File: config.mk
export PLATFORM = sky130hd
export DESIGN_NAME = hrce_engine
export DESIGN_NICKNAME = d
export VERILOG_FILES = /design/src/common/hrce_pkg.sv /design/src/common/hrce_mem_if.sv /design/src/rtl/hrce_report_mem.sv /design/src/rtl/hrce_engine.sv
export SDC_FILE = /design/constraint.sdc
export NUM_CORES = 1
export LEC_CHECK = 0
export ABC_AREA = 1
export BUFFER_PORTS_ARGS = -buffer_cell sky130_fd_sc_hd__buf_2
export CAP_MARGIN = 20
export CELL_PAD_IN_SITES_DETAIL_PLACEMENT = 1
export CELL_PAD_IN_SITES_GLOBAL_PLACEMENT = 1
export CORE_ASPECT_RATIO = 1.75
export CORE_MARGIN = 2
export CORE_UTILIZATION = 25
export CTS_BUF_LIST = sky130_fd_sc_hd__clkbuf_8
export CTS_CLUSTER_SIZE = 20
export DETAILED_ROUTE_END_ITERATION = 10
export PLACE_DENSITY_LB_ADDON = 0.1
export SLEW_MARGIN = 20
export SYNTH_ARGS = -nofsm -noshare
export SYNTH_HDL_FRONTEND = slang
export SYNTH_SLANG_ARGS = --single-unit
File: constraint.sdc
create_clock -name mclk_i -period 13.3 [get_ports mclk_i]
set_clock_uncertainty 0.2 [all_clocks]
set_input_delay 0.665 -clock mclk_i [delete_from_list [all_inputs] [get_ports mclk_i]]
set_output_delay 0.665 -clock mclk_i [all_outputs]
set_load 0.02 [all_outputs]
File: src/common/hrce_pkg.sv
package hrce_pkg;

  // ----------------------------------------------------------------
  // report framing
  // ----------------------------------------------------------------
  localparam int CMD_BYTES = 4;
  localparam int FULL_SPEED_REPORT_BYTES = 64;
  localparam int LOW_SPEED_REPORT_BYTES = 8;

  // ----------------------------------------------------------------
  // command identifiers
  // ----------------------------------------------------------------
  localparam logic [7:0] CMD_NULL = 8'h00;
  localparam logic [7:0] CMD_ERROR = 8'hFF;
  localparam logic [7:0] SERIAL_SETUP_CMD = 8'h93;
  localparam logic [7:0] ANALOG_SAMPLE_CMD = 8'h96;
  localparam logic [7:0] READ_REG_CMD = 8'h98;
  localparam logic [7:0] WRITE_REG_CMD = 8'h99;
  localparam logic [7:0] READ_REG_BIT_CMD = 8'h9A;
  localparam logic [7:0] WRITE_REG_BIT_CMD = 8'h9B;
  localparam logic [7:0] READ_IO_CMD = 8'h9C;
  localparam logic [7:0] WRITE_IO_CMD = 8'h9D;
  localparam logic [7:0] READ_IO_PIN_CMD = 8'h9E;
  localparam logic [7:0] WRITE_IO_PIN_CMD = 8'h9F;

  // ----------------------------------------------------------------
  // serial port setup registers and fields
  // ----------------------------------------------------------------
  localparam logic [7:0] SPI_SAMPLING_EDGE_SETUP_ADDR = 8'hE0;
  localparam logic [7:0] SPI_ENABLE_POLARITY_RATE_ADDR = 8'hE1;
  localparam logic [7:0] SPI_SAMPLING_EDGE_SETUP_RESET = 8'h00;
  localparam logic [7:0] SPI_ENABLE_POLARITY_RATE_RESET = 8'h00;
  localparam logic [7:0] SPI_SAMPLING_EDGE_SETUP_MASK = 8'hC0;
  localparam logic [7:0] SPI_ENABLE_POLARITY_RATE_MASK = 8'h33;
  localparam logic [1:0] SERIAL_MODE_SPI = 2'h0;
  localparam int SPI_SAMPLE_END_BIT = 7;
  localparam int SPI_TX_ACTIVE_IDLE_BIT = 6;
  localparam int SPI_ENABLE_BIT = 5;
  localparam int SPI_IDLE_HIGH_BIT = 4;

  // ----------------------------------------------------------------
  // io and analog
  // ----------------------------------------------------------------
  localparam logic [7:0] IO_DIR_RESET = 8'hFF;
  localparam logic [7:0] IO_OUT_RESET = 8'h00;
  localparam int ADC_VREF_POS_BIT = 4;
  localparam int ADC_VREF_NEG_BIT = 5;

  // ----------------------------------------------------------------
  // engine states
  // ----------------------------------------------------------------
  typedef enum logic [3:0] {
    ST_RX = 4'h0,
    ST_FETCH = 4'h1,
    ST_EXEC = 4'h2,
    ST_RDWAIT = 4'h3,
    ST_ADC = 4'h4,
    ST_WB = 4'h5,
    ST_TXRD = 4'h6,
    ST_TXLD = 4'h7,
    ST_TXOUT = 4'h8
  } hrce_state_e;

endpackage

File: src/common/hrce_mem_if.sv
`timescale 1ns/1ps
interface hrce_mem_if #(parameter int AW = 6);
  logic we;
  logic [AW-1:0] waddr;
  logic [7:0] wdata;
  logic [AW-1:0] raddr;
  logic [7:0] rdata;
  modport ctrl (output we, output waddr, output wdata, output raddr,
                input rdata);
  modport mem (input we, input waddr, input wdata, input raddr,
               output rdata);
endinterface

File: src/rtl/hrce_report_mem.sv
`timescale 1ns/1ps
module hrce_report_mem #(
  parameter int DEPTH = 64
) (
  // clock
  input wire logic mclk_i,
  // access port
  hrce_mem_if.mem m
);
  import hrce_pkg::*;

  // ----------------------------------------------------------------
  // storage, read data registered
  // ----------------------------------------------------------------
  logic [7:0] store [DEPTH];
  logic [7:0] rdata_reg;

  always_ff @(posedge mclk_i)
  begin
    if (m.we)
    begin
      store[m.waddr] <= m.wdata;
    end
    rdata_reg <= store[m.raddr];
  end

  assign m.rdata = rdata_reg;

endmodule // hrce_report_mem

File: src/rtl/hrce_engine.sv
//Contract
// full speed: 64-byte reports both ways, 1 ms interval, endpoint 1.
// low speed: 8-byte reports both ways, 10 ms interval, endpoint 1.
// commands are four bytes; 16 slots full speed, 2 slots low speed.
// host pads unused report bytes with zero.
// slots execute strictly in order from the first.
// byte 0 is the identifier, bytes 1 to 3 the payload.
// long serial transfer commands only as sole command of a report.
// response repeats the identifier unless an error occurred.
// responses built in place; unused bytes keep the command value.
// identifier 0x00 does nothing and answers all zero.
// meaningless command answers 0xFF then command bytes 0 to 2.
// 0x98 reads register byte1 into byte2; 0x99 writes byte2.
// 0x9A returns bit byte2 of register byte1 in byte3.
// 0x9B clears or sets bit byte2 per byte3 and echoes.
// 0x9C applies direction byte3 to port byte1, returns value in byte2.
// 0x9D writes latch from byte2, direction from byte3, echoes.
// 0x9E sets pin direction from byte3, returns pin level in byte3.
// 0x9F sets pin latch from byte3 bit0, direction from bit1.
// 0x96 samples channel byte1[3:0], refs bits 4/5, result msb first.
// lower-index analog channels are high impedance during conversion.
// 0x93 mode 00 sets spi sampling and transmit edge from byte1.
// 0x93 byte2 sets enable, idle level and clock rate select.
// all responses of a report return together in one same-size report.
`timescale 1ns/1ps
module hrce_engine
  import hrce_pkg::*;
#(
  parameter int REPORT_BYTES = hrce_pkg::FULL_SPEED_REPORT_BYTES,
  parameter int NUM_PORTS = 5,
  parameter int NUM_ANALOG = 16
) (
  // clock and reset
  input wire logic mclk_i,
  input wire logic resetn_i,
  // report in from the endpoint
  input wire logic rx_valid_i,
  input wire logic [7:0] rx_data_i,
  output logic rx_ready_o,
  // report out to the endpoint
  output logic tx_valid_o,
  output logic [7:0] tx_data_o,
  input wire logic tx_ready_i,
  // controller register bus
  output logic reg_re_o,
  output logic reg_we_o,
  output logic [7:0] reg_addr_o,
  output logic [7:0] reg_wdata_o,
  input wire logic [7:0] reg_rdata_i,
  // general io ports
  input wire logic [NUM_PORTS*8-1:0] io_in_i,
  output logic [NUM_PORTS*8-1:0] io_out_o,
  output logic [NUM_PORTS*8-1:0] io_dir_o,
  // analog converter
  output logic adc_start_o,
  output logic [3:0] adc_chan_o,
  output logic adc_vref_pos_ext_o,
  output logic adc_vref_neg_ext_o,
  output logic [NUM_ANALOG-1:0] adc_hiz_o,
  input wire logic adc_done_i,
  input wire logic [9:0] adc_result_i,
  // synchronous serial unit setup
  output logic [7:0] spi_sampling_edge_setup_o,
  output logic [7:0] spi_enable_polarity_rate_o
);
  import hrce_pkg::*;

  localparam int AW = $clog2(REPORT_BYTES);
  localparam int PW = NUM_PORTS * 8;

  // ----------------------------------------------------------------
  // state
  // ----------------------------------------------------------------
  typedef struct packed {
    hrce_state_e state;
    logic [AW-1:0] idx;
    logic [2:0] cnt;
    logic [3:0][7:0] cmd;
    logic [3:0][7:0] resp;
    logic [PW-1:0] io_out;
    logic [PW-1:0] io_dir;
    logic [PW-1:0] sync1;
    logic [PW-1:0] sync2;
    logic [7:0] spi_stat;
    logic [7:0] spi_con;
    logic reg_re;
    logic reg_we;
    logic [7:0] reg_addr;
    logic [7:0] reg_wdata;
    logic adc_start;
    logic [3:0] adc_chan;
    logic adc_pos;
    logic adc_neg;
    logic [NUM_ANALOG-1:0] adc_hiz;
    logic [7:0] tx_data;
    logic tx_valid;
    logic rx_ready;
  } hrce_state_s;

  hrce_state_s st_reg;
  hrce_state_s st_next;

  hrce_mem_if #(.AW(AW)) mem_bus ();

  hrce_report_mem #(.DEPTH(REPORT_BYTES)) u_mem (
    .mclk_i(mclk_i),
    .m(mem_bus.mem)
  );

  // ----------------------------------------------------------------
  // helpers
  // ----------------------------------------------------------------
  function automatic logic port_ok(input logic [7:0] num);
    port_ok = (num != 8'h00) && (int'(num) <= NUM_PORTS);
  endfunction

  function automatic int port_base(input logic [7:0] num);
    port_base = (int'(num) - 1) * 8;
  endfunction

  function automatic logic is_spi_reg(input logic [7:0] addr);
    is_spi_reg = (addr == SPI_SAMPLING_EDGE_SETUP_ADDR) ||
                 (addr == SPI_ENABLE_POLARITY_RATE_ADDR);
  endfunction

  function automatic logic [3:0][7:0] error_resp(
    input logic [3:0][7:0] c);
    error_resp = {c[2], c[1], c[0], CMD_ERROR};
  endfunction

  logic [AW-1:0] last_idx;
  assign last_idx = AW'(REPORT_BYTES - 1);

  // ----------------------------------------------------------------
  // next state
  // ----------------------------------------------------------------
  always_comb
  begin
    logic [7:0] rv;
    logic [7:0] b1;
    logic [7:0] b2;
    logic [7:0] b3;
    int pb;
    rv = 8'h00;
    st_next = st_reg;
    b1 = st_reg.cmd[1];
    b2 = st_reg.cmd[2];
    b3 = st_reg.cmd[3];
    pb = port_base(b1);
    mem_bus.we = 1'b0;
    mem_bus.waddr = st_reg.idx;
    mem_bus.wdata = 8'h00;
    mem_bus.raddr = st_reg.idx;
    st_next.sync1 = io_in_i;
    st_next.sync2 = st_reg.sync1;
    st_next.reg_re = 1'b0;
    st_next.reg_we = 1'b0;
    st_next.adc_start = 1'b0;
    case (st_reg.state)
      ST_RX:
      begin
        // bytes land in the report buffer in arrival order
        if (rx_valid_i && st_reg.rx_ready)
        begin
          mem_bus.we = 1'b1;
          mem_bus.wdata = rx_data_i;
          st_next.idx = st_reg.idx + 1'b1;
          if (st_reg.idx == last_idx)
          begin
            st_next.idx = '0;
            st_next.cnt = 3'h0;
            st_next.rx_ready = 1'b0;
            st_next.state = ST_FETCH;
          end
        end
      end
      ST_FETCH:
      begin
        // one read in flight; data lands a cycle after its address
        mem_bus.raddr = st_reg.idx + AW'(st_reg.cnt);
        if (st_reg.cnt != 3'h0)
        begin
          st_next.cmd[st_reg.cnt - 3'h1] = mem_bus.rdata;
        end
        st_next.cnt = st_reg.cnt + 3'h1;
        if (st_reg.cnt == 3'(CMD_BYTES))
        begin
          st_next.cnt = 3'h0;
          st_next.state = ST_EXEC;
        end
      end
      ST_EXEC:
      begin
        st_next.resp = st_reg.cmd;
        st_next.state = ST_WB;
        case (st_reg.cmd[0])
          CMD_NULL:
          begin
            st_next.resp = '0;
          end
          READ_REG_CMD, READ_REG_BIT_CMD, WRITE_REG_BIT_CMD:
          begin
            if (st_reg.cmd[0] != READ_REG_CMD && b2 > 8'h07)
            begin
              st_next.resp = error_resp(st_reg.cmd);
            end
            else if (st_reg.cmd[0] == WRITE_REG_BIT_CMD && b3 > 8'h01)
            begin
              st_next.resp = error_resp(st_reg.cmd);
            end
            else
            begin
              st_next.reg_addr = b1;
              st_next.reg_re = !is_spi_reg(b1);
              st_next.cnt = 3'h0;
              st_next.state = ST_RDWAIT;
            end
          end
          WRITE_REG_CMD:
          begin
            // unimplemented setup bits always read back as zero
            if (b1 == SPI_SAMPLING_EDGE_SETUP_ADDR)
            begin
              st_next.spi_stat = b2 & SPI_SAMPLING_EDGE_SETUP_MASK;
            end
            else if (b1 == SPI_ENABLE_POLARITY_RATE_ADDR)
            begin
              st_next.spi_con = b2 & SPI_ENABLE_POLARITY_RATE_MASK;
            end
            else
            begin
              st_next.reg_addr = b1;
              st_next.reg_wdata = b2;
              st_next.reg_we = 1'b1;
            end
          end
          READ_IO_CMD, WRITE_IO_CMD:
          begin
            if (!port_ok(b1))
            begin
              st_next.resp = error_resp(st_reg.cmd);
            end
            else
            begin
              st_next.io_dir[pb +: 8] = b3;
              if (st_reg.cmd[0] == WRITE_IO_CMD)
              begin
                st_next.io_out[pb +: 8] = b2;
              end
              else
              begin
                st_next.resp[2] = st_reg.sync2[pb +: 8];
              end
            end
          end
          READ_IO_PIN_CMD, WRITE_IO_PIN_CMD:
          begin
            if (!port_ok(b1) || b2 > 8'h07)
            begin
              st_next.resp = error_resp(st_reg.cmd);
            end
            else if (st_reg.cmd[0] == READ_IO_PIN_CMD)
            begin
              st_next.io_dir[pb + int'(b2[2:0])] = b3[0];
              st_next.resp[3] = {7'h00, st_reg.sync2[pb + int'(b2[2:0])]};
            end
            else
            begin
              st_next.io_out[pb + int'(b2[2:0])] = b3[0];
              st_next.io_dir[pb + int'(b2[2:0])] = b3[1];
            end
          end
          ANALOG_SAMPLE_CMD:
          begin
            if (int'(b1[3:0]) >= NUM_ANALOG)
            begin
              st_next.resp = error_resp(st_reg.cmd);
            end
            else
            begin
              st_next.adc_chan = b1[3:0];
              st_next.adc_pos = b1[ADC_VREF_POS_BIT];
              st_next.adc_neg = b1[ADC_VREF_NEG_BIT];
              for (int i = 0; i < NUM_ANALOG; i++)
              begin
                st_next.adc_hiz[i] = (i < int'(b1[3:0]));
              end
              st_next.adc_start = 1'b1;
              st_next.state = ST_ADC;
            end
          end
          SERIAL_SETUP_CMD:
          begin
            // only the spi flavour lives here; other modes are refused
            if (b1[1:0] == SERIAL_MODE_SPI)
            begin
              st_next.spi_stat = b1 & SPI_SAMPLING_EDGE_SETUP_MASK;
              st_next.spi_con = b2 & SPI_ENABLE_POLARITY_RATE_MASK;
            end
            else
            begin
              st_next.resp = error_resp(st_reg.cmd);
            end
          end
          default:
          begin
            st_next.resp = error_resp(st_reg.cmd);
          end
        endcase
      end
      ST_RDWAIT:
      begin
        // external read data is valid the cycle after the strobe
        st_next.cnt = st_reg.cnt + 3'h1;
        if (st_reg.cnt == 3'h1)
        begin
          if (st_reg.reg_addr == SPI_SAMPLING_EDGE_SETUP_ADDR)
          begin
            rv = st_reg.spi_stat;
          end
          else if (st_reg.reg_addr == SPI_ENABLE_POLARITY_RATE_ADDR)
          begin
            rv = st_reg.spi_con;
          end
          else
          begin
            rv = reg_rdata_i;
          end
          st_next.cnt = 3'h0;
          st_next.state = ST_WB;
          if (st_reg.cmd[0] == READ_REG_CMD)
          begin
            st_next.resp[2] = rv;
          end
          else if (st_reg.cmd[0] == READ_REG_BIT_CMD)
          begin
            st_next.resp[3] = {7'h00, rv[b2[2:0]]};
          end
          else
          begin
            rv[b2[2:0]] = b3[0];
            if (st_reg.reg_addr == SPI_SAMPLING_EDGE_SETUP_ADDR)
            begin
              st_next.spi_stat = rv & SPI_SAMPLING_EDGE_SETUP_MASK;
            end
            else if (st_reg.reg_addr == SPI_ENABLE_POLARITY_RATE_ADDR)
            begin
              st_next.spi_con = rv & SPI_ENABLE_POLARITY_RATE_MASK;
            end
            else
            begin
              st_next.reg_wdata = rv;
              st_next.reg_we = 1'b1;
            end
          end
        end
      end
      ST_ADC:
      begin
        if (adc_done_i)
        begin
          st_next.resp[2] = {6'h00, adc_result_i[9:8]};
          st_next.resp[3] = adc_result_i[7:0];
          st_next.adc_hiz = '0;
          st_next.state = ST_WB;
        end
      end
      ST_WB:
      begin
        // answer goes back into the same slot it came from
        mem_bus.we = 1'b1;
        mem_bus.waddr = st_reg.idx + AW'(st_reg.cnt);
        mem_bus.wdata = st_reg.resp[st_reg.cnt[1:0]];
        st_next.cnt = st_reg.cnt + 3'h1;
        if (st_reg.cnt == 3'(CMD_BYTES - 1))
        begin
          st_next.cnt = 3'h0;
          st_next.idx = st_reg.idx + AW'(CMD_BYTES);
          st_next.state = ST_FETCH;
          if (st_reg.idx == last_idx - AW'(CMD_BYTES - 1))
          begin
            st_next.idx = '0;
            st_next.state = ST_TXRD;
          end
        end
      end
      ST_TXRD:
      begin
        st_next.state = ST_TXLD;
      end
      ST_TXLD:
      begin
        st_next.tx_data = mem_bus.rdata;
        st_next.tx_valid = 1'b1;
        st_next.state = ST_TXOUT;
      end
      ST_TXOUT:
      begin
        if (tx_ready_i)
        begin
          st_next.tx_valid = 1'b0;
          st_next.idx = st_reg.idx + 1'b1;
          st_next.state = ST_TXRD;
          if (st_reg.idx == last_idx)
          begin
            st_next.idx = '0;
            st_next.rx_ready = 1'b1;
            st_next.state = ST_RX;
          end
        end
      end
      default:
      begin
        st_next.state = ST_RX;
      end
    endcase
  end

  // ----------------------------------------------------------------
  // registers
  // ----------------------------------------------------------------
  always_ff @(posedge mclk_i or negedge resetn_i)
  begin
    if (!resetn_i)
    begin
      st_reg <= '0;
      st_reg.state <= ST_RX;
      st_reg.rx_ready <= 1'b1;
      st_reg.io_dir <= {NUM_PORTS{IO_DIR_RESET}};
      st_reg.io_out <= {NUM_PORTS{IO_OUT_RESET}};
      st_reg.spi_stat <= SPI_SAMPLING_EDGE_SETUP_RESET;
      st_reg.spi_con <= SPI_ENABLE_POLARITY_RATE_RESET;
    end
    else
    begin
      st_reg <= st_next;
    end
  end

  // ----------------------------------------------------------------
  // outputs
  // ----------------------------------------------------------------
  assign rx_ready_o = st_reg.rx_ready;
  assign tx_valid_o = st_reg.tx_valid;
  assign tx_data_o = st_reg.tx_data;
  assign reg_re_o = st_reg.reg_re;
  assign reg_we_o = st_reg.reg_we;
  assign reg_addr_o = st_reg.reg_addr;
  assign reg_wdata_o = st_reg.reg_wdata;
  assign io_out_o = st_reg.io_out;
  assign io_dir_o = st_reg.io_dir;
  assign adc_start_o = st_reg.adc_start;
  assign adc_chan_o = st_reg.adc_chan;
  assign adc_vref_pos_ext_o = st_reg.adc_pos;
  assign adc_vref_neg_ext_o = st_reg.adc_neg;
  assign adc_hiz_o = st_reg.adc_hiz;
  assign spi_sampling_edge_setup_o = st_reg.spi_stat;
  assign spi_enable_polarity_rate_o = st_reg.spi_con;

endmodule // hrce_engine

==> results of run 1 <==
-- cell type report --
class,instances,area [sq um]
inverter,301,1139
clock buffer,156,2147
timing repair buffer,323,2074
multi-input combinational,2457,12230
clock inverter,90,385.4
sequential,813,22920
tap,2005,2509
antenna,7,17.52
fill,17330,107900
-- power by group through the flow --
| stage | Clock (mW) | Sequential [mW] | Combinational [mW] |
|---|---|---|---|
| CTS | 2.28 | 2.69 | 0.0630 |
| global route | 2.37 | 2.69 | 0.0671 |
| floorplan | 0 | 2.73 | 0.0112 |
| finish | 2.19 | 2.69 | 0.0609 |
| global placement | 0 | 2.74 | 0.0494 |
| detailed placement | 0 | 2.74 | 0.0489 |
-- placed cells by master (no fill, tap or decap), types with 71 or more instances in the layout --
master,instances
nand2_1,518
nor2_1,647
inv_1,339
o22ai_1,111
edfxtp_1,512
buf_2,205
a21oi_1,132
clkbuf_8,156
o211ai_1,71
nand3_1,187
dfrtp_1,251
o21ai_0,429
-- critical path: cells and delay by family (launching register included) --
kind,cells,cell delay (ps)
AND/OR/NAND/NOR,17,2840
AO/OA/AOI/OAI,2,690
adder cells (fa/ha/maj),2,550
buffers and inverters,3,520
flip-flops,1,400
-- worst paths after layout --
kind | endpoint | slack (ps) | depth (start not counted)
setup / recovery | io_out_o[0] | 7930 | 24
hold / removal | st_reg[102] | 140 | 0
setup reg to reg | io_out_o[0] | 7930 | 24
hold reg to reg | st_reg[102] | 140 | 0
max in group asynchronous | st_next[73] | 9880 | 5
min in group asynchronous | reg_addr_o[4] | 170 | 2
-- kinds of logic (layout without fill, tap and decap cells) --
logic type	Yosys count	in the layout	synth area share, %
AO/OA/AOI/OAI	905	905	14.02
XOR/XNOR	10	10	0.2501
adder cells (fa/ha/maj)	25	25	0.8424
buffers and inverters	636	870	7.898
flip-flops	813	813	60.28
multiplexers	2	2	0.05923
other	1	18	0.009863
AND/OR/NAND/NOR	1504	1504	16.64
-- metrics by stage --
| step | power (mW) | hold WS, ps | utilization, % |
|---|---|---|---|
| after global placement | 2.789 | 133.2 | 26.66 |
| final | 4.940 | 135.2 | 28.69 |
| after global routing | 5.128 | 122.0 | 28.69 |
| after detailed placement | 2.788 | 135.8 | 26.66 |
| after floorplan | 2.743 | 131.2 | - |
| after CTS | 5.034 | 22.10 | 28.67 |
-- routing by layer --
layer	vias up	track usage [%]	part of all wire, %
met5	-	0	0
met4	0	12.19	6.2
met3	332	2.790	2.8
met2	626	40.27	55
met1	14860	21.50	36
li1	13680	-	-
==> results.json, run 1 <==
{
  "status": "finished, final reports clean",
  "end_kind": "flop",
  "finalSetupTns_ps": 0,
  "p_switching_mw": 1.170,
  "yosysSeqAreaShare_pct": 60.28,
  "p_per_area_nw_per_um2": 113.8,
  "wire_per_inst_um": 26.69,
  "hp-class": "flop to flop",
  "die-area_sq_um": 155300,
  "cp_slowest_cell": "nand3_2",
  "placed_cells": 5847,
  "dieHeight_um": 519.9,
  "hp-start": "st_next[102]",
  "ctsHoldBuffers": 52,
  "dpl_worst_slack_ps": 7905,
  "finalCritPeriodShare_pct": 40.39,
  "cts_tree": "yes",
  "synth_flop_cell": "edfxtp_1",
  "synth_area_leaders": "edfxtp_1 40%, dfrtp_1 17%, nor2_1 6.4%",
  "core_sq_um": 151300,
  "gp_congestion": 0.8744,
  "yosysWarnings": 0,
  "port_buffers": 206,
  "rsz0062_at_grt": "false",
  "antenna_found_initial": 10,
  "crit_start": "st_reg[267]",
  "dr.pass1.iters": 5,
  "clock-sinks": 813,
  "regToRegStartpoint": "st_reg[267]",
  "cts_resized": 0,
  "clkSlewWorstSetupHoldPaths_ps": 70,
  "synth_edf_count": 512,
  "synth_top_cell_area_share_pct": 40.44,
  "grt_overflow_total": 0,
  "numCtsBuffers": 141,
  "ys_types": 67,
  "die_x_um": 298.8,
  "maxSlewViolCount": 0,
  "antenna_left": 0,
  "cp_data_required_time_ps": 13870,
  "worstMarginPinSlew_ps": 1063,
  "fmax_mhz": 186.2,
  "path_max_fanout": 31,
  "post-cts-setup-buffer-count": 0,
  "power_frac_seq_pct": 54.4,
  "syn_to_final_growth_pct": 14.20,
  "slew_headroom_pct": 28.86,
  "pwr-share-comb_pct": 1.2,
  "yosysTopAreaCell": "edfxtp_1",
  "final_cells": 6152,
  "pwr-share-clk_pct": 44.3,
  "grt_pass1_wl_um": 234700,
  "finalSetupViolations": 0,
  "drtIter0Drc": 1587,
  "synthesis.area_sq_um": 38020,
  "critPathLaunchType": "flop",
  "finish.net_count": 4133,
  "io_pins": 218,
  "p_int_mw": 3.770,
  "fin_area_sq_um": 43420,
  "max-vdd-ir-drop_mv": 0.09839,
  "htreeDepth": 4,
  "wirelength_um": 164200,
  "critPathArrivalTime_ps": 5940,
  "root_buffer": "clkbuf_8",
  "crit_path_max_incr_delay_ps": 510,
  "drive_gt1_share_pct": 13.65,
  "netlist_instances": 3896,
  "vias_per_cell": 4.796,
  "crit_top_cell": "nand2_1",
  "layout_min_cycle_time_ps": 5372,
  "place_hpwl_um": 114400,
  "worstSetupPathType": "flop to flop",
  "synth_common_cells": "649 x nor2_1, 524 x nand2_1, 512 x edfxtp_1",
  "ys_async_sr_fraction_pct": 36.04,
  "clock_path_buffers": 3,
  "grtUsageTotal_pct": 20.99,
  "syn_area_per_cell_sq_um": 9.759,
  "rows": 189,
  "crit_chain": "inv_1, buf_4, ha_1, nand2_1, nor2_1, nand2_1, nand2_1, nand2_1, nor2_2, nand2_1, nor2_2, nand2_1, ha_1, or2_2, o41ai_1, nand2_1, clkinv_1, nand3_2, nor2_8, nand3_2, a21oi_2, nand2_1, nand2_1, nand2_1",
  "finalHoldViolCount": 0,
  "grt_pass1_vias": 31870,
  "yosysMostFrequentCell": "nor2_1",
  "drcViolationCount": 0,
  "vias": 29500,
  "timing.final.ws_setup_ps": 7928,
  "clk_latency_ps": 890,
  "placed_area_sq_um": 40340,
  "maxCapViolations": 0,
  "ys_seq_elements": 813,
  "sw_frac_of_total_pct": 23.69,
  "p_leak_nw": 15.14,
  "initial_core_util_pct": 25.12,
  "largest_register_ffs": 512,
  "grt_max_degree": 138
}
Power figures use the tool's default switching activity.
==> inputs of run 2 (changes only) <==
ABC_AREA = 0   (was 1)
clock period = 5 ns   (was 13.3 ns; I/O delays follow)
==> results.json, run 2 <==
{
  "status": "finished, final reports clean",
  "largest_register_ffs": 512,
  "syn_area_per_cell_sq_um": 12.36,
  "cts_resized": 0,
  "final_cell_mix": "512 x edfxtp_1, 426 x nand2_1, 251 x dfrtp_1",
  "crit_path_max_incr_delay_ps": 490,
  "finalCritPeriodShare_pct": 92.89,
  "synthXorXnorAreaFrac_pct": 0.5923,
  "critical_path.top_delay_family": "simple AND/OR/NAND/NOR gates",
  "end_kind": "flop",
  "hold_slack_ps": 97.84,
  "die_x_um": 295.5,
  "synthesis.area_sq_um": 37180,
  "clk_latency_ps": 890,
  "final_common_cell": "edfxtp_1",
  "drive_gt1_share_pct": 24.08,
  "path_max_fanout": 16,
  "dr.pass1.iters": 5,
  "die-area_sq_um": 151900,
  "numCtsBuffers": 138,
  "cp_slowest_cell": "dfrtp_2",
  "synth_common_cells": "512 x edfxtp_1, 426 x nand2_1, 252 x dfrtp_1",
  "wirelength_um": 157700,
  "finish.net_count": 3467,
  "synth_compound_area_share_pct": 10.89,
  "worstMarginPinSlew_ps": 1113,
  "syn_to_final_growth_pct": 19.59,
  "rows": 187,
  "finalHoldViolCount": 0,
  "maxSlewViolCount": 0,
  "yosysMostFrequentCell": "edfxtp_1",
  "maxCapViolations": 0,
  "antenna_found_initial": 5,
  "layout_min_cycle_time_ps": 4644,
  "port_buffers": 206,
  "grt_overflow_total": 0,
  "vias_per_cell": 4.933,
  "slew_headroom_pct": 25.44,
  "fmax_mhz": 215.3,
  "yosysSeqAreaShare_pct": 61.64,
  "p_leak_nw": 17.24,
  "hp-class": "primary input to flop",
  "critPathArrivalTime_ps": 5190,
  "synth_fa_ha_area_share_pct": 0.8615,
  "synth_edf_count": 512,
  "yosysTopAreaCell": "edfxtp_1",
  "drcViolationCount": 0,
  "finalSetupTns_ps": 0,
  "grtUsageTotal_pct": 20.77,
  "wire_per_inst_um": 28.85,
  "synth_top_cell_area_share_pct": 41.35,
  "netlist_instances": 3009,
  "yosysWarnings": 0,
  "synth_area_leaders": "edfxtp_1 41%, dfrtp_1 17%, mux4_2 4.3%",
  "synth_top_family_by_area": "simple AND/OR/NAND/NOR gates",
  "ys_types": 95,
  "gp_congestion": 0.9058,
  "drtIter0Drc": 1379,
  "clkSlewWorstSetupHoldPaths_ps": 60,
  "cp_data_required_time_ps": 5550,
  "finalSetupViolations": 0,
  "crit_chain": "clkinv_1, ha_1, or2_0, o31ai_1, and3_1, nand3_1, ha_1, nor4b_1, nand4_1, nor3_1, buf_4, a21oi_1, buf_4, nor3_1, mux2_2",
  "antenna_left": 0,
  "reg2reg_setup_slack_ps": 360,
  "muxShareOfSynthArea_pct": 9.241,
  "ys_async_sr_fraction_pct": 36.04,
  "clock_path_buffers": 3,
  "yosys.area_share.simple_pct": 11.43,
  "synth_flop_cell": "edfxtp_1",
  "grt_pass1_wl_um": 222800,
  "grt_pass1_vias": 29650,
  "io_pins": 218,
  "dieHeight_um": 514.2,
  "htreeDepth": 4,
  "core_sq_um": 148100,
  "crit_buf_inv": 3,
  "vias": 26970,
  "root_buffer": "clkbuf_8",
  "max-vdd-ir-drop_mv": 0.2589,
  "place_hpwl_um": 114400,
  "clock-sinks": 813,
  "rsz0062_at_grt": "false",
  "critPathLaunchType": "flop",
  "p_per_area_nw_per_um2": 303.4,
  "grt_max_degree": 90,
  "ys_seq_elements": 813,
  "worstSetupPathType": "flop to flop",
  "cts_tree": "yes",
  "initial_core_util_pct": 25.10
}
[run 2: cell types whose count changed after synthesis, sizes merged, moves of 89 or more]
cell | before | now
o22ai | 111 | 22
o21ai | 444 | 137
nor2 | 662 | 224
inv | 292 | 30
nand3 | 191 | 102
nand2 | 538 | 426
[run 2: worst paths after layout]
path | from | to | cells after the start
setup reg to reg | st_reg[267] | io_out_o[14] | 15
min in group asynchronous | resetn_i | io_dir_o[27] | 3
setup / recovery | st_reg[267] | io_out_o[14] | 15
max in group asynchronous | resetn_i | io_out_o[1] | 4
hold reg to reg | st_next[85] | st_reg[85] | 0
hold / removal | rx_data_i[3] | u_mem.store[49][3] | 2
[run 2: final cells by class]
class                      count  area, sq um
antenna                        3        7.507
clock buffer                 153         2106
clock inverter                96        488.0
fill                       16210       103600
inverter                      31        116.4
multi-input combinational   1857        12430
sequential                   813        22920
tap                         1984         2482
timing repair buffer         530         3911
[run 2: per-stage QoR]
| stage | instance area (sq um) | power [mW] | utilization (%) | setup slack (ps) | instances |
|---|---|---|---|---|---|
| floorplan | 37220 | 7.447 | - | 341.0 | 3019 |
| global placement | 40710 | 7.696 | 27.48 | 398.2 | 5102 |
| detailed placement | 40710 | 7.699 | 27.49 | 354.7 | 5102 |
| finish | 44460 | 13.49 | 30.02 | 355.6 | 5467 |
| global route | 44460 | 13.99 | 30.02 | 12.19 | 5466 |
| CTS | 44460 | 13.74 | 30.02 | 333.1 | 5464 |
[run 2: cells by family after synthesis]
kind of cell,count (synthesis)
buf+inv,349
simple gates,945
other cells,1
compound gates,616
xor+xnor,23
mux,237
flops,813
fa+ha+maj,25
[run 2: power by group]
part / switching (mW) / internal [mW] / leakage [nW]
clock: 2.94 / 2.92 / 1.54
combinational: 0.273 / 0.185 / 6.55
sequential: 0.0436 / 7.13 / 9.15
total: 3.26 / 10.2 / 17.2
[run 2: routing by layer]
| metal | global-route usage [%] | share of wire, % | vias to the layer above |
|---|---|---|---|
| li1 | - | - | 11820 |
| met4 | 12.98 | 6.8 | 2 |
| met3 | 3.176 | 3.5 | 374 |
| met1 | 20.28 | 34 | 14030 |
| met5 | 0 | 0.0082 | - |
| met2 | 40.11 | 55 | 750 |
[run 2: repair_timing]
action,CTS,global route
endpoints found under the hold margin,414,0
setup buffers,0,0
setup endpoints to repair,0,1
hold buffers,113,0
[run 2: worst reg2reg max path: cells and delay by family (launching register included)]
kind / cells / cell delay [ps]
adders and majority gates: 2 / 650
muxes: 1 / 370
AOI/OAI and AO/OA: 2 / 500
DFF: 1 / 490
and+or+nand+nor: 7 / 1720
buffers and inverters: 3 / 600
==> inputs of run 3 (changes only) <==
GPL_TIMING_DRIVEN = 0   (was not set)
==> results.json, run 3 (synthesis gave the netlist of run 2 again) <==
{
  "worstMarginPinSlew_ps": 1148,
  "finish.net_count": 3598,
  "maxCapViolations": 0,
  "cts_tree": "yes",
  "p_leak_nw": 17.56,
  "cp_data_required_time_ps": 5520,
  "final_common_cell": "edfxtp_1",
  "rr_endpoint": "u_mem.m.rdata[4]",
  "rows": 187,
  "clkSlewWorstSetupHoldPaths_ps": 70,
  "grt_overflow_total": 0,
  "htreeDepth": 4,
  "slew_headroom_pct": 23.44,
  "grt_pass1_vias": 30560,
  "grt_max_degree": 94,
  "numCtsBuffers": 137,
  "grtUsageTotal_pct": 22.56,
  "clock_path_buffers": 3,
  "port_buffers": 206,
  "layout_min_cycle_time_ps": 4911,
  "reg2reg_setup_slack_ps": 90,
  "die-area_sq_um": 151900,
  "dpl_worst_slack_ps": -2867,
  "path_max_fanout": 10,
  "worstRegToRegCells": 10,
  "core_sq_um": 148100,
  "root_buffer": "clkbuf_8",
  "wire_per_inst_um": 30.65,
  "initial_core_util_pct": 25.10,
  "final_cell_mix": "512 x edfxtp_1, 426 x nand2_1, 250 x dfrtp_1",
  "regToRegStartpoint": "st_reg[291]",
  "hp-class": "primary input to flop",
  "max-vdd-ir-drop_mv": 0.2441,
  "maxSlewViolCount": 0,
  "die_x_um": 295.5,
  "worstHoldEndpoint": "u_mem.store[44][0]",
  "wirelength_um": 171600,
  "vias": 27690,
  "dr.pass1.iters": 5,
  "finalCritPeriodShare_pct": 98.23,
  "clock-sinks": 813,
  "dieHeight_um": 514.2,
  "grt_pass1_wl_um": 238500,
  "fmax_mhz": 203.6,
  "gp_congestion": 0.9093,
  "finalSetupViolations": 0,
  "clk_latency_ps": 880,
  "critPathArrivalTime_ps": 5430,
  "syn_to_final_growth_pct": 21.79,
  "io_pins": 218,
  "place_hpwl_um": 129500,
  "drive_gt1_share_pct": 25.16,
  "finalHoldViolCount": 0,
  "antenna_left": 0,
  "whs_path_depth": 2,
  "timing.final.ws_setup_ps": 88.50,
  "end_kind": "flop",
  "hp-start": "rx_data_i[0]",
  "fin_area_sq_um": 45280,
  "critPathLaunchType": "flop",
  "finalSetupTns_ps": 0,
  "rsz0062_at_grt": "true",
  "vias_per_cell": 4.946,
  "drtIter0Drc": 1618,
  "placed_area_sq_um": 41100,
  "worstSetupPathType": "flop to flop",
  "p_per_area_nw_per_um2": 301.7,
  "status": "finished, final reports clean",
  "drcViolationCount": 0,
  "largest_register_ffs": 512,
  "antenna_found_initial": 5
}
-- run 3: cell types whose count changed in the layout (fill, tap and decap cells not counted), moves of 6 or more --
cell / change
clkbuf_2: +13
buf_4: -24
buf_1: +9
clkbuf_1: +94
buf_6: +12
inv_1: -16
clkbuf_8: +6
buf_2: +31
nor2_1: -11
nor3_1: -6
nor2_2: +10
buf_12: -6
-- run 3: layout make-up --
| class | instances | area, sq um |
|---|---|---|
| Inverter | 31 | 132.6 |
| Fill cell | 16250 | 102800 |
| Buffer | 316 | 1934 |
| Sequential cell | 813 | 22920 |
| Multi-Input combinational cell | 1857 | 12630 |
| Tap cell | 1984 | 2482 |
| Clock buffer | 158 | 2175 |
| Clock inverter | 88 | 488.0 |
| Timing Repair Buffer | 346 | 2505 |
| Antenna cell | 5 | 12.51 |
-- run 3: layer usage --
layer / part of all wire (%) / vias up / wire length (um) / GRT usage (%)
li1: - / 12090 / - / -
met1: 33 / 14330 / 55930 / 20.91
met2: 56 / 863 / 96210 / 43.78
met3: 3.3 / 413 / 5596 / 3.340
met4: 8.1 / 0 / 13840 / 16.64
met5: 0 / - / 0 / 0
-- run 3: worst max-delay path by stage --
stage,cells after the start,slack [ps],endpoint,from
after floorplan,18,340,io_out_o[10],st_reg[267]
after global placement,17,-2720,io_out_o[31],st_reg[267]
after detailed placement,17,-2870,io_out_o[27],st_reg[267]
after CTS,18,10,io_dir_o[14],st_reg[268]
after global routing,7,-8,u_mem.store[57][5],st_reg[301]
final,10,90,u_mem.m.rdata[4],st_reg[291]
-- run 3: power breakdown --
| group | internal, mW | switching [mW] |
|---|---|---|
| Combinational | 0.180 | 0.308 |
| Sequential | 7.12 | 0.0435 |
| Clock | 3.05 | 2.95 |
-- run 3: repair_timing --
action / CTS / global route
gates cloned: 0 / 1
buffers inserted: 13 / 2
pin swaps: 6 / 2
setup endpoints to repair: 111 / 71
gates resized for setup: 52 / 13
hold buffers: 109 / 0
endpoints found under the hold margin: 399 / 0
-- run 3: per-stage QoR --
step           util [%]  hold slack, ps  total power [mW]  instances
2_1_floorplan         -          -245.6             7.447       3019
3_3_place_gp      27.50           137.5             7.714       5209
3_5_place_dp      27.75           95.55             7.727       5223
4_1_cts           30.51           3.226             13.89       5589
5_1_grt           30.57           73.84             14.15       5597
6_report          30.57           101.0             13.66       5598
-- run 3: worst max-delay path: stages (launching register included) --
cell,delay [ps]
dfrtp_1,440
ha_1,250
fa_1,490
mux2i_1,290
clkbuf_1,540
buf_1,810
clkbuf_2,590
nand2_1,120
a32oi_1,300
a31oi_1,320
a31oi_1,430
